`src/psio_pkg.sv`:
```
package psio_pkg;

   localparam int LANES   = 8;
   localparam int BYTE_W  = 8;
   localparam int DATA_W  = LANES * BYTE_W;
   localparam int ADDR_W  = 20;
   localparam int BURST_W = 2;
   localparam int BUF_DEPTH = 2;

   // level taken by the burst-order strap when it floats
   localparam logic STRAP_DEFAULT = 1'b1;
   // edges after reset release before the synchronised strap is trusted
   localparam logic [1:0] STRAP_SETTLE = 2'h2;
   // output-enable pin level that means tri-state
   localparam logic OE_OFF = 1'b1;

   typedef enum logic [1:0] {OP_IDLE, OP_READ, OP_WRITE} psio_op_t;

   typedef struct packed {
      logic [DATA_W-1:0] data;
      logic [LANES-1:0]  parityIo;
   } psio_word_t;

   typedef struct packed {
      logic [ADDR_W-1:0] addr;
      logic [LANES-1:0]  laneEn;
      psio_word_t        word;
   } psio_wr_req_t;

   function automatic logic psio_selected(input logic firstN, input logic second, input logic thirdN);
      psio_selected = !firstN && second && !thirdN;
   endfunction

   // each lane enable covers its byte and its own parity bit
   function automatic psio_word_t psio_lane_mask(input logic [LANES-1:0] laneEn);
      psio_word_t m;
      m = '0;
      for (int i = 0; i < LANES; i++) begin
         m.data[i*BYTE_W +: BYTE_W] = {BYTE_W{laneEn[i]}};
         m.parityIo[i] = laneEn[i];
      end
      psio_lane_mask = m;
   endfunction

endpackage

```
`src/psio_two_buf.sv`:
```
`timescale 1ns/1ps
module psio_two_buf #(
   parameter int W = 8
) (
   input  wire logic         sys_clk,
   input  wire logic         reset_n,
   input  wire logic         inValid,
   output logic             inReady,
   input  wire logic [W-1:0] inData,
   output logic             outValid,
   input  wire logic         outReady,
   output logic [W-1:0]     outData
);
   import psio_pkg::*;

   logic [W-1:0] memReg [BUF_DEPTH];
   logic         wrIdxReg;
   logic         rdIdxReg;
   logic [1:0]   countReg;
   logic         push;
   logic         pop;

   assign inReady  = countReg != 2'(BUF_DEPTH);
   assign outValid = countReg != 2'h0;
   assign outData  = memReg[rdIdxReg];
   assign push     = inValid && inReady;
   assign pop      = outValid && outReady;

   always_ff @(posedge sys_clk) begin
      if (push) begin
         memReg[wrIdxReg] <= inData;
      end
   end

   always_ff @(posedge sys_clk or negedge reset_n) begin
      if (!reset_n) begin
         wrIdxReg <= 1'b0;
         rdIdxReg <= 1'b0;
         countReg <= 2'h0;
      end else begin
         if (push) begin
            wrIdxReg <= !wrIdxReg;
         end
         if (pop) begin
            rdIdxReg <= !rdIdxReg;
         end
         countReg <= countReg + 2'(push) - 2'(pop);
      end
   end
endmodule

```
`src/psio_burst_seq.sv`:
```
`timescale 1ns/1ps
module psio_burst_seq #(
   parameter int W = 2
) (
   input  wire logic         sys_clk,
   input  wire logic         reset_n,
   input  wire logic         load,
   input  wire logic         step,
   input  wire logic         interleaved,
   input  wire logic [W-1:0] base,
   output logic [W-1:0]     low
);
   import psio_pkg::*;

   logic [W-1:0] baseReg;
   logic [W-1:0] cntReg;

   always_ff @(posedge sys_clk or negedge reset_n) begin
      if (!reset_n) begin
         baseReg <= '0;
         cntReg  <= '0;
      end else if (load) begin
         baseReg <= base;
         cntReg  <= '0;
      end else if (step) begin
         cntReg <= cntReg + W'(1);
      end
   end

   // wraps within the burst group
   assign low = interleaved ? (baseReg ^ cntReg) : W'(baseReg + cntReg);

endmodule

```
`src/psio_io_ctrl.sv`:
```
`timescale 1ns/1ps
module psio_io_ctrl (
   input  wire logic                       sys_clk,
   input  wire logic                       reset_n,
   input  wire logic                       clockQualifyN,
   input  wire logic                       chipSelectFirstN,
   input  wire logic                       chipSelectSecond,
   input  wire logic                       chipSelectThirdN,
   input  wire logic                       advanceOrLoad,
   input  wire logic                       writeRequestN,
   input  wire logic [psio_pkg::LANES-1:0] byteLaneWriteN,
   input  wire logic [psio_pkg::ADDR_W-1:0] address,
   input  wire logic                       outputEnableN,
   input  wire logic                       burstOrderStrap,
   input  wire psio_pkg::psio_word_t       dataIoIn,
   output psio_pkg::psio_word_t            dataIoOut,
   output logic                            dataIoOeN,
   output logic [psio_pkg::ADDR_W-1:0]     coreAddr,
   input  wire psio_pkg::psio_word_t       coreRdData,
   output logic                            coreWrValid,
   input  wire logic                       coreWrReady,
   output logic [psio_pkg::ADDR_W-1:0]     coreWrAddr,
   output psio_pkg::psio_word_t            coreWrWord,
   output psio_pkg::psio_word_t            coreWrMask,
   output logic                            writeReady
);
   import psio_pkg::*;

   ////////////////////////////////////////////////////////////////////////
   // declarations

   logic          qual;
   logic          selected;
   logic          loadTake;
   logic          burstAdv;
   logic          driveEn;
   logic          writeMask;
   logic [BURST_W-1:0] burstLow;

   psio_op_t      opReg;
   psio_op_t      outOpReg;
   logic [ADDR_W-1:0] addrReg;
   logic [LANES-1:0]  laneEnReg;
   psio_word_t    outWordReg;

   psio_wr_req_t  capReg;
   logic          capValidReg;
   logic          bufInReady;
   psio_wr_req_t  bufOut;

   logic          oeMetaReg;
   logic          oeSyncReg;
   logic          strapMetaReg;
   logic          strapSyncReg;
   logic [1:0]    strapCntReg;
   logic          strapTakenReg;
   logic          modeReg;

   ////////////////////////////////////////////////////////////////////////
   // qualification and command decode

   assign qual     = !clockQualifyN;
   assign selected = psio_selected(chipSelectFirstN, chipSelectSecond, chipSelectThirdN);
   assign loadTake = qual && !advanceOrLoad;
   assign burstAdv = qual && advanceOrLoad && (opReg != OP_IDLE);

   ////////////////////////////////////////////////////////////////////////
   // asynchronous output enable, two flops

   always_ff @(posedge sys_clk or negedge reset_n) begin
      if (!reset_n) begin
         oeMetaReg <= OE_OFF;
         oeSyncReg <= OE_OFF;
      end else begin
         oeMetaReg <= outputEnableN;
         oeSyncReg <= oeMetaReg;
      end
   end

   ////////////////////////////////////////////////////////////////////////
   // burst-order strap, synchronised then frozen

   always_ff @(posedge sys_clk or negedge reset_n) begin
      if (!reset_n) begin
         strapMetaReg <= STRAP_DEFAULT;
         strapSyncReg <= STRAP_DEFAULT;
      end else begin
         strapMetaReg <= burstOrderStrap;
         strapSyncReg <= strapMetaReg;
      end
   end

   // taken once; a later change is not followed
   always_ff @(posedge sys_clk or negedge reset_n) begin
      if (!reset_n) begin
         strapCntReg   <= 2'h0;
         strapTakenReg <= 1'b0;
         modeReg       <= STRAP_DEFAULT;
      end else if (!strapTakenReg) begin
         if (strapCntReg == STRAP_SETTLE) begin
            strapTakenReg <= 1'b1;
            modeReg       <= strapSyncReg;
         end else begin
            strapCntReg <= strapCntReg + 2'h1;
         end
      end
   end

   ////////////////////////////////////////////////////////////////////////
   // operation pipeline

   always_ff @(posedge sys_clk or negedge reset_n) begin
      if (!reset_n) begin
         opReg <= OP_IDLE;
      end else if (loadTake) begin
         if (!selected) begin
            opReg <= OP_IDLE;
         end else if (writeRequestN) begin
            opReg <= OP_READ;
         end else begin
            opReg <= OP_WRITE;
         end
      end
   end

   always_ff @(posedge sys_clk or negedge reset_n) begin
      if (!reset_n) begin
         addrReg   <= '0;
         laneEnReg <= '0;
      end else if (loadTake && selected) begin
         addrReg   <= address;
         laneEnReg <= ~byteLaneWriteN;
      end
   end

   // only a qualified edge moves the stage; deselect is never forced
   always_ff @(posedge sys_clk or negedge reset_n) begin
      if (!reset_n) begin
         outOpReg <= OP_IDLE;
      end else if (qual) begin
         outOpReg <= opReg;
      end
   end

   psio_burst_seq #(
      .W (BURST_W)
   ) u_burst (
      .sys_clk     (sys_clk),
      .reset_n     (reset_n),
      .load        (loadTake && selected),
      .step        (burstAdv),
      .interleaved (modeReg),
      .base        (address[BURST_W-1:0]),
      .low         (burstLow)
   );

   assign coreAddr = {addrReg[ADDR_W-1:BURST_W], burstLow};

   ////////////////////////////////////////////////////////////////////////
   // read path and pin direction

   always_ff @(posedge sys_clk or negedge reset_n) begin
      if (!reset_n) begin
         outWordReg <= '0;
      end else if (qual && (opReg == OP_READ)) begin
         outWordReg <= coreRdData;
      end
   end

   assign writeMask = opReg == OP_WRITE;
   // idle output stage covers deselect and the first clock out of it
   assign driveEn   = (outOpReg == OP_READ) && !writeMask && (oeSyncReg != OE_OFF);
   assign dataIoOeN = !driveEn;
   assign dataIoOut = outWordReg;

   ////////////////////////////////////////////////////////////////////////
   // write capture and buffer

   always_ff @(posedge sys_clk or negedge reset_n) begin
      if (!reset_n) begin
         capReg <= '0;
      end else if (qual && writeMask) begin
         capReg.addr   <= coreAddr;
         capReg.laneEn <= laneEnReg;
         capReg.word   <= dataIoIn;
      end
   end

   always_ff @(posedge sys_clk or negedge reset_n) begin
      if (!reset_n) begin
         capValidReg <= 1'b0;
      end else if (qual && writeMask) begin
         capValidReg <= 1'b1;
      end else if (bufInReady) begin
         capValidReg <= 1'b0;
      end
   end

   psio_two_buf #(
      .W ($bits(psio_wr_req_t))
   ) u_wbuf (
      .sys_clk  (sys_clk),
      .reset_n  (reset_n),
      .inValid  (capValidReg),
      .inReady  (bufInReady),
      .inData   (capReg),
      .outValid (coreWrValid),
      .outReady (coreWrReady),
      .outData  (bufOut)
   );

   assign writeReady = bufInReady;
   assign coreWrAddr = bufOut.addr;
   assign coreWrWord = bufOut.word;
   assign coreWrMask = psio_lane_mask(bufOut.laneEn);
endmodule

```
`config.mk`:
```
export PLATFORM = sky130hd
export DESIGN_NAME = psio_io_ctrl
export DESIGN_NICKNAME = d
export VERILOG_FILES = /design/src/psio_pkg.sv /design/src/psio_two_buf.sv /design/src/psio_burst_seq.sv /design/src/psio_io_ctrl.sv
export SDC_FILE = /design/constraint.sdc
export NUM_CORES = 1
export LEC_CHECK = 0
export BUFFER_PORTS_ARGS = -buffer_cell sky130_fd_sc_hd__buf_4
export CAP_MARGIN = 5
export CORE_ASPECT_RATIO = 0.7
export CORE_MARGIN = 2
export CORE_UTILIZATION = 35
export CTS_BUF_LIST = sky130_fd_sc_hd__clkbuf_4 sky130_fd_sc_hd__clkbuf_8
export DETAILED_ROUTE_END_ITERATION = 12
export PLACE_DENSITY = 0.64
export SYNTH_ARGS = -nofsm -noshare
export SYNTH_HDL_FRONTEND = slang
export SYNTH_SLANG_ARGS = --single-unit
```
`constraint.sdc`:
```
create_clock -name sys_clk -period 8.35 [get_ports sys_clk]
set_input_delay 0 -clock sys_clk [delete_from_list [all_inputs] [get_ports sys_clk]]
set_output_delay 0 -clock sys_clk [all_outputs]
set_load 0.02 [all_outputs]
```
Word level (Yosys, flattened, before mapping)
Memory sizes are Yosys's and may differ from the RTL's.
Cells that the tools add are included.
{"block": "totals", "inputBits": 183, "mem_count": 1, "ram_bits": 200, "register_bits": 221, "elab_cells": 76}
{"block": "classes", "muxes": 11, "n_eq_ne": 5, "reduce_logical": 26, "add_sub_neg": 5, "n_bitwise": 5}
{"memory": "u_wbuf.memReg", "depth": 2, "word_bits": 100, "rd": 1, "rd_clocked_by_memory_dff": 0, "write_ports": 1, "line_no": "psio_two_buf.sv:16", "rtl": "logic [W-1:0] memReg [BUF_DEPTH];"}
{"cell": "logical AND 1 bit", "n": 12}
{"cell": "2-to-1 mux 2 bit", "n": 5}
{"cell": "zero test 1 bit", "n": 8}
{"cell": "inverter 8 bit", "n": 1}
{"cell": "nonzero test 2 bit", "n": 4}
{"cell": "2-to-1 mux 1 bit", "n": 6}
{"cell": "adder 2 x 1 -> 2 bit, second input constant", "n": 2}
{"cell": "equality test 2 x 1 -> 1 bit, second input constant", "n": 2}
{"cell": "equality test 2 bit, second input constant", "n": 2}
{"cell": "AND reduction 2 bit", "n": 2}
{"cell": "inverter 1 bit", "n": 3}
{"cell": "adder 2 x 1 -> 2 bit", "n": 1}
{"cell": "adder 2 bit", "n": 1}
{"cell": "!= test 2 bit, second input constant", "n": 1}
{"cell": "subtractor 2 x 1 -> 2 bit", "n": 1}
{"cell": "XOR 2 bit", "n": 1}

Depth between registers and ports, before layout
Gate-level depths: netlist (run 1).
{"block": "logic_depth", "word_depth": 5, "depth_mapped": 7, "mapped_depth_nobuf": 7}

Modules after synthesis
A second synthesis (run 1) with hierarchy kept.
{"block": "unflattened", "cells_unflattened": 877, "hier_area_um2": 16014.1}
{"mod": "psio_io_ctrl", "instances": 1, "cells_each": 528, "area_each_um2": 8344.3}
{"mod": "psio_two_buf", "instances": 1, "cells_each": 333, "area_each_um2": 7468.4}
{"mod": "psio_burst_seq", "instances": 1, "cells_each": 16, "area_each_um2": 201.4}

Worst setup path before layout (run 1)
OpenSTA, ideal clock, no wires.
{"block": "synth_path", "kind": "register to register", "start": "reg u_wbuf.countReg[1]", "end": "mem u_wbuf.memReg[0][0] (netlist name), enable pin", "setup_slack_ps": 2860, "stages_incl_launch_ff": 4, "period_less_slack_ps": 5490, "required_ps": 7790, "setup_time_ps": 560, "arrival_ps": 4930, "cell_sequence": "dfrtp_1 > nand2b_1 > nand2_1 > nor2_1"}
{"block": "synth_between", "elab_chain_len": 4}
{"element": "from (decl)", "line_no": "psio_two_buf.sv:19", "rtl": "logic [1:0] countReg;"}
{"element": "from (signal assigned)", "line_no": "psio_two_buf.sv:47", "rtl": "countReg <= countReg + 2'(push) - 2'(pop);"}
{"element": "!= test 2 bit", "line_no": "psio_two_buf.sv:23", "rtl": "assign inReady = countReg != 2'(BUF_DEPTH);"}
{"element": "net writeReady", "line_no": "psio_io_ctrl.sv:25", "rtl": "output logic writeReady"}
{"element": "logical AND 1 bit", "line_no": "psio_two_buf.sv:26", "rtl": "assign push = inValid && inReady;"}
{"element": "2-to-1 mux 1 bit", "line_no": "psio_two_buf.sv:30", "rtl": "if (push) begin"}
{"element": "2-to-1 mux 1 bit (implied by the code)", "line_no": "psio_two_buf.sv:31", "rtl": "memReg[wrIdxReg] <= inData;"}
{"element": "to (decl)", "line_no": "psio_two_buf.sv:16"}
The timed path passes the listed nets, and every way through them passes these cells.

==> run summary, run 1 <==
Outcome = complete, but fails checks
Failing checks = negative hold slack
Fraction of layout cells with a size suffix above 1 = 0.5665
DR WL/cell = 18.00 um
#FFs+latches synth = 419
Type of the worst setup path = reg2out
Pleak = 0.009642 uW
TritonRoute pass-1 iters = 4
Pre-CTS setup slack = 5304 ps
Worst r2r src = u_wbuf.countReg[1]$_DFF_PN0_
Top-area cell type share of the netlist area = 0.3744
Root Buffer = clkbuf_8
GRT Util Overall = 0.1608
Setup TNS = 0 ps
Inserted Clock Buffers = 67
Fin crit period = 3047 ps
Sequential area share after synthesis = 0.7164
Ant. Diodes = 0
Fin crit share = 0.3650
CTS tree = done
RSZ-0062 raised after global routing = no
Clock buffer depth = 3
Final net count = 1684
Detailed placer's ending HPWL = 23380 um
Port bufs = 441
Ys Warns = 0
Postcts setup bufs = 0
Leading cell types in the layout, fill and taps excluded = 449 x buf_4, 294 x mux2_2, 213 x dfrtp_1
Largest net degree at the start of global routing = 100
Worst skew pair latency = 590 ps
First-pass GRT wire length = 58850 um
Number of global-route vias before repair = 10587
Setup violators final = 0
Arr. time, crit path = 3050 ps
CP endpoint kind = primary output
Max-cap violations = 0
Post-Syn Area = 0.01604 sq mm
Iteration-0 DRC Markers = 330
Power Density = 300.6 mW/mm^2
Setup ws final = 5303 ps
Overflow after GRT = 0
Ranking of synthesized cells by area = edfxtp_1 37%, dfrtp_1 33%, mux2_2 21%
Worst Max-Slew Pin Slew = 1214 ps
Worst-path clk slew = 60 ps
Layout area overhead = 42.32%
CP startpoint kind = register
Post-Synthesis Cells = 892
Global placement routability congestion = 0.7357
# H-tree levels = 3
FILL cells = 3740
Max Freq = 328.2 MHz
FP Rows = 65
Yosys top cell by area = edfxtp_1
Max VDD drop = 0.1787 mV
Drt drc = 0
Die H = 183.1 um
CP Launch Point = u_wbuf.rdIdxReg$_DFFE_PN0P_
Max-slew headroom = 0.1891
I/O pin total = 442
Total routed wirelength = 38730 um
Routed Antenna Nets = 0
Initial antenna violation count = 0
Die area = 0.04759 sq mm
Core box area = 0.04514 sq mm
Netlist cell types = 32
Fin Clk Skew = 23.24 ps
Final hold vios = 5
Worst hold path class = in2async
Mean Syn Cell Area = 17.98 sq um
DR vias = 9567
Crit Path Max Fanout = 65
Initial Utilization = 0.3554
Vias per cell = 4.448
CTS sink cnt = 419
Worst EP required = 8350 ps
Die X = 259.9 um
Most common cell after layout, fill and taps aside = buf_4
Slew Viols, Final = 0
Mapped Nets = 1079
Hold WS = -9.675 ps
[cell type report]
type / instances / area, sq um / area share
Sequential cell: 419 / 11500 / 0.5035
Timing Repair Buffer: 652 / 5408 / 0.2369
Multi-Input combinational cell: 343 / 3727 / 0.1633
Clock buffer: 104 / 1294 / 0.05667
Tap cell: 603 / 754.5 / 0.03305
Clock inverter: 16 / 98.84 / 0.004329
Inverter: 14 / 52.55 / 0.002302
[path summary, 6_finish.rpt]
check / cells after the start / to / slack (ps)
min in group sys_clk: 4 / laneEnReg[0]$_DFFE_PN0P_ / 50
setup / recovery: 3 / coreWrMask[60] / 5300
hold / removal: 2 / capReg[56]$_DFFE_PN0P_ / -10
max in group asynchronous: 4 / dataIoOut[41]$_DFFE_PN0P_ / 6070
setup reg to reg: 4 / u_wbuf.memReg[0][66]$_DFFE_PP_ / 5380
hold reg to reg: 0 / strapSyncReg$_DFF_PN1_ / 360
[power breakdown]
part	switching [uW]	total, uW	internal (uW)	leakage (uW)
clock	808	1800	993	0.000746
combinational	1030	2100	1070	0.00442
sequential	286	2960	2680	0.00448
[cells in the mapped netlist]
| cell | number |
|---|---|
| a21oi_1 | 2 |
| a22o_1 | 2 |
| a31o_2 | 1 |
| and2_1 | 1 |
| and3_1 | 1 |
| buf_2 | 26 |
| buf_4 | 83 |
| buf_6 | 2 |
| clkbuf_1 | 5 |
| dfrtp_1 | 214 |
| dfstp_2 | 5 |
| edfxtp_1 | 200 |
| ha_1 | 4 |
| inv_1 | 14 |
| mux2_1 | 1 |
| mux2_2 | 294 |
| mux2i_1 | 8 |
| nand2_1 | 2 |
| nand2b_1 | 3 |
| nand3_1 | 1 |
| nor2_1 | 4 |
| nor2b_1 | 2 |
| nor3b_1 | 1 |
| nor4b_4 | 1 |
| o21ai_0 | 2 |
| o31ai_1 | 1 |
| or2_1 | 1 |
| or2_2 | 2 |
| or3_1 | 1 |
| or4_1 | 1 |
| xnor2_1 | 6 |
| xor2_1 | 1 |
[metrics by stage]
step	instance area (sq um)	std cells	util	total power (uW)	hold WS [ps]
after global routing	22830	2151	0.5058	7214	18.24
after CTS	22830	2151	0.5058	6943	0.3836
after detailed placement	19420	1829	0.4302	4987	98.20
after floorplan	16040	892	-	4218	-295.6
after global placement	19420	1829	0.4302	4935	106.6
final	22830	2151	0.5058	6864	-9.675
[cell families (layout without fill, tap and decap cells)]
kind of cell | Yosys count | count (layout) | share of synthesized area
buffers and inverters | 130 | 786 | 0.05280
muxes | 303 | 303 | 0.2121
DFF | 419 | 419 | 0.7164
adders and majority gates | 4 | 4 | 0.003120
and+or+nand+nor | 21 | 21 | 0.008424
xor gates and xnor gates | 7 | 7 | 0.003822
AOI/OAI and AO/OA | 8 | 8 | 0.003354
[sequential cells by signal, summed over array words and instances (netlist names), 2 cells and up]
name / flops
addrReg: 20
capReg: 100
dataIoOut: 72
laneEnReg: 8
opReg: 2
outOpReg: 2
strapCntReg: 2
u_burst.cntReg: 2
u_wbuf.countReg: 2
u_wbuf.memReg: 200
[metal layers]
layer	share of wire	global-route usage
met5	0	0
met4	0.022	0.05241
met3	0.074	0.05169
met2	0.49	0.2698
met1	0.41	0.1966
[what timing repair did]
action,4_1_cts,5_1_grt
endpoints found under the setup margin,0,0
resized for setup,0,0
endpoints found under the hold margin,280,0
hold buffers,202,0
[critical path, stage by stage, from the launching register on]
cell and delay (ps):
dfrtp_4 780, buf_4 820, mux2_2 530, buf_4 200
(Power assumes the default switching activity.)
==> inputs of run 2 (changes only) <==
ABC_AREA = 1   (was not set)
clock period = 3 ns   (was 8.35 ns; I/O delays follow)
==> run summary, run 2 <==
RSZ-0062 raised after global routing = no
DR WL/cell = 15.05 um
Combinational Power Share = 0.338
Worst hold path class = in2reg
Post-synth EDFFs = 200
Max-cap violations = 0
CTS tree = done
Post-Syn Area = 0.01634 sq mm
Met3 Track Usage GR = 0.04866
CTS resizes = 0
Final hold vios = 0
I/O pin total = 442
DP Cell Count = 2460
Top_reg_cell synth = dfrtp_1
Initial Utilization = 0.3533
CP endpoint kind = primary output
Die X = 262.2 um
Inserted Clock Buffers = 67
Slowest cell on the critical path = buf_4
Sequential share of power = 0.398
CTS sink cnt = 419
Count leader, synth = nand2_1
DR vias = 12040
Fin crit period = 2276 ps
Max FFs per register = 200
Most crowded layer after global routing = met2
FP Rows = 66
Root Buffer = clkbuf_8
Pleak = 0.01127 uW
Worst Max-Slew Pin Slew = 793.7 ps
Max Freq = 439.4 MHz
Vias per cell = 4.354
Max VDD drop = 0.4617 mV
GRT met2 Usage = 0.2808
Synth async-reset ratio = 0.5227
Detailed placer's ending HPWL = 25290 um
FILL cells = 4046
Max stage delay on crit path = 600 ps
Slew Viols, Final = 0
Final Non-Filler Cells = 2765
Most common cell after layout, fill and taps aside = nand2_1
Top-area cell type share of the netlist area = 0.3676
Setup violators final = 0
Tot Pwr = 20280 uW
Hold WS = 79.96 ps
Core box area = 0.04624 sq mm
Cells along the critical path = buf_4, nand2_1, nand2_1, buf_4
Yosys top cell by area = edfxtp_1
Leading cell types in the layout, fill and taps excluded = 720 x nand2_1, 446 x buf_4, 213 x dfrtp_1
Final net count = 2286
Iteration-0 DRC Markers = 661
Fin crit share = 0.7586
Fin Clk Skew = 29.61 ps
Worst EP required = 3000 ps
Ys Warns = 0
Mean Syn Cell Area = 10.62 sq um
Post-Synthesis Cells = 1538
Type of the worst setup path = reg2out
Mapped Nets = 1725
Ranking of synthesized cells by area = edfxtp_1 37%, dfrtp_1 33%, nand2_1 17%
Internal power = 13150 uW
NetSw = 7129 uW
Overflow after GRT = 0
Routed Antenna Nets = 0
Port bufs = 441
#FFs+latches synth = 419
Initial antenna violation count = 2
Netlist cell types = 24
Drt drc = 0
GRT Util Overall = 0.1683
Layout area overhead = 41.05%
Clock buffer depth = 3
Met1 Resource Use GR = 0.2106
Power Density = 879.9 mW/mm^2
Worst skew pair latency = 600 ps
Sequential area share after synthesis = 0.7033
Outcome = complete, no violations
Setup ws final = 724.1 ps
Number of global-route vias before repair = 12232
Worst-path clk slew = 60 ps
First-pass GRT wire length = 64800 um
Post-synth top cells = 720 x nand2_1, 214 x dfrtp_1, 200 x edfxtp_1, 111 x inv_1, 88 x o21ai_1
Setup TNS = 0 ps
# H-tree levels = 3
Power share of the clock group = 0.264
Crit Path Max Fanout = 67
Sw Ratio = 0.3515
TritonRoute pass-1 iters = 7
Pre-CTS setup slack = 1242 ps
Die H = 184.8 um
Die area = 0.04846 sq mm
CP startpoint kind = register
Max-slew headroom = 0.4709
Reg2reg setup slack = 1230 ps
Global placement routability congestion = 0.8149
Largest net degree at the start of global routing = 105
Biggest register = u_wbuf.memReg
Total routed wirelength = 41630 um
Fraction of layout cells with a size suffix above 1 = 0.2746
Arr. time, crit path = 2280 ps
run 2: changes by cell type after synthesis, sizes merged, moves of 3 or more:
cell	previous run	this run
buf	111	134
clkbuf	5	13
inv	14	114
mux2	295	0
mux2i	8	0
nand2	2	720
nand2b	3	0
nand3	1	8
nor2	4	13
o21ai	2	103
xnor2	6	2
run 2: worst max-delay path, delay by kind of cell, from the launching register on:
family / cells / cell delay (ps)
DFF: 1 / 420
and+or+nand+nor: 2 / 400
buffers and inverters: 2 / 810
run 2: kinds of logic after synthesis:
logic type      share of synthesized area
compound gates                    0.03262
xor+xnor                         0.002681
fa+ha+maj                        0.003063
buf+inv                           0.08599
flops                              0.7033
simple gates                       0.1723
run 2: final cells by class:
class | count | area (sq um) | area share
Clock buffer | 101 | 1221 | 0.05299
Timing Repair Buffer | 639 | 5403 | 0.2344
Tap cell | 612 | 765.7 | 0.03322
Sequential cell | 419 | 11500 | 0.4988
Antenna cell | 1 | 2.502 | 0.0001086
Multi-Input combinational cell | 858 | 3470 | 0.1505
Inverter | 114 | 431.7 | 0.01873
Clock inverter | 21 | 257.7 | 0.01118
run 2: path summary, 6_finish.rpt:
kind	startpoint	to	cells after the start
hold / removal	outputEnableN	oeMetaReg$_DFF_PN1_	2
setup / recovery	u_wbuf.rdIdxReg$_DFFE_PN0P_	coreWrMask[24]	4
max in group asynchronous	reset_n	oeMetaReg$_DFF_PN1_	4
setup reg to reg	u_wbuf.countReg[1]$_DFF_PN0_	u_wbuf.memReg[1][76]$_DFFE_PP_	4
min in group asynchronous	reset_n	oeSyncReg$_DFF_PN1_	3
hold reg to reg	oeMetaReg$_DFF_PN1_	oeSyncReg$_DFF_PN1_	0
run 2: metal layers:
layer / wire [um] / vias to the layer above / part of all wire
met3: 2927 / 73 / 0.070
met2: 20380 / 393 / 0.49
met4: 1045 / 0 / 0.025
met5: 0 / - / 0
li1: - / 5891 / -
met1: 17280 / 5683 / 0.42
run 2: repair_timing:
item                                   4_1_cts  5_1_grt
hold buffers                               182        0
setup buffers                                0        0
endpoints found under the hold margin      400        0
run 2: stage by stage:
stage	cell area, sq um	util
floorplan	16340	-
global route	23050	0.4984
global placement	19730	0.4266
CTS	23040	0.4983
detailed placement	19730	0.4266
finish	23050	0.4984
run 2: power groups by stage:
stage	clock network [uW]	logic, uW	registers [uW]
finish	5350	6850	8080
global route	5780	7450	8220
CTS	5530	6900	8070
detailed placement	0	6700	8160
global placement	0	6600	8100
floorplan	0	3720	8400
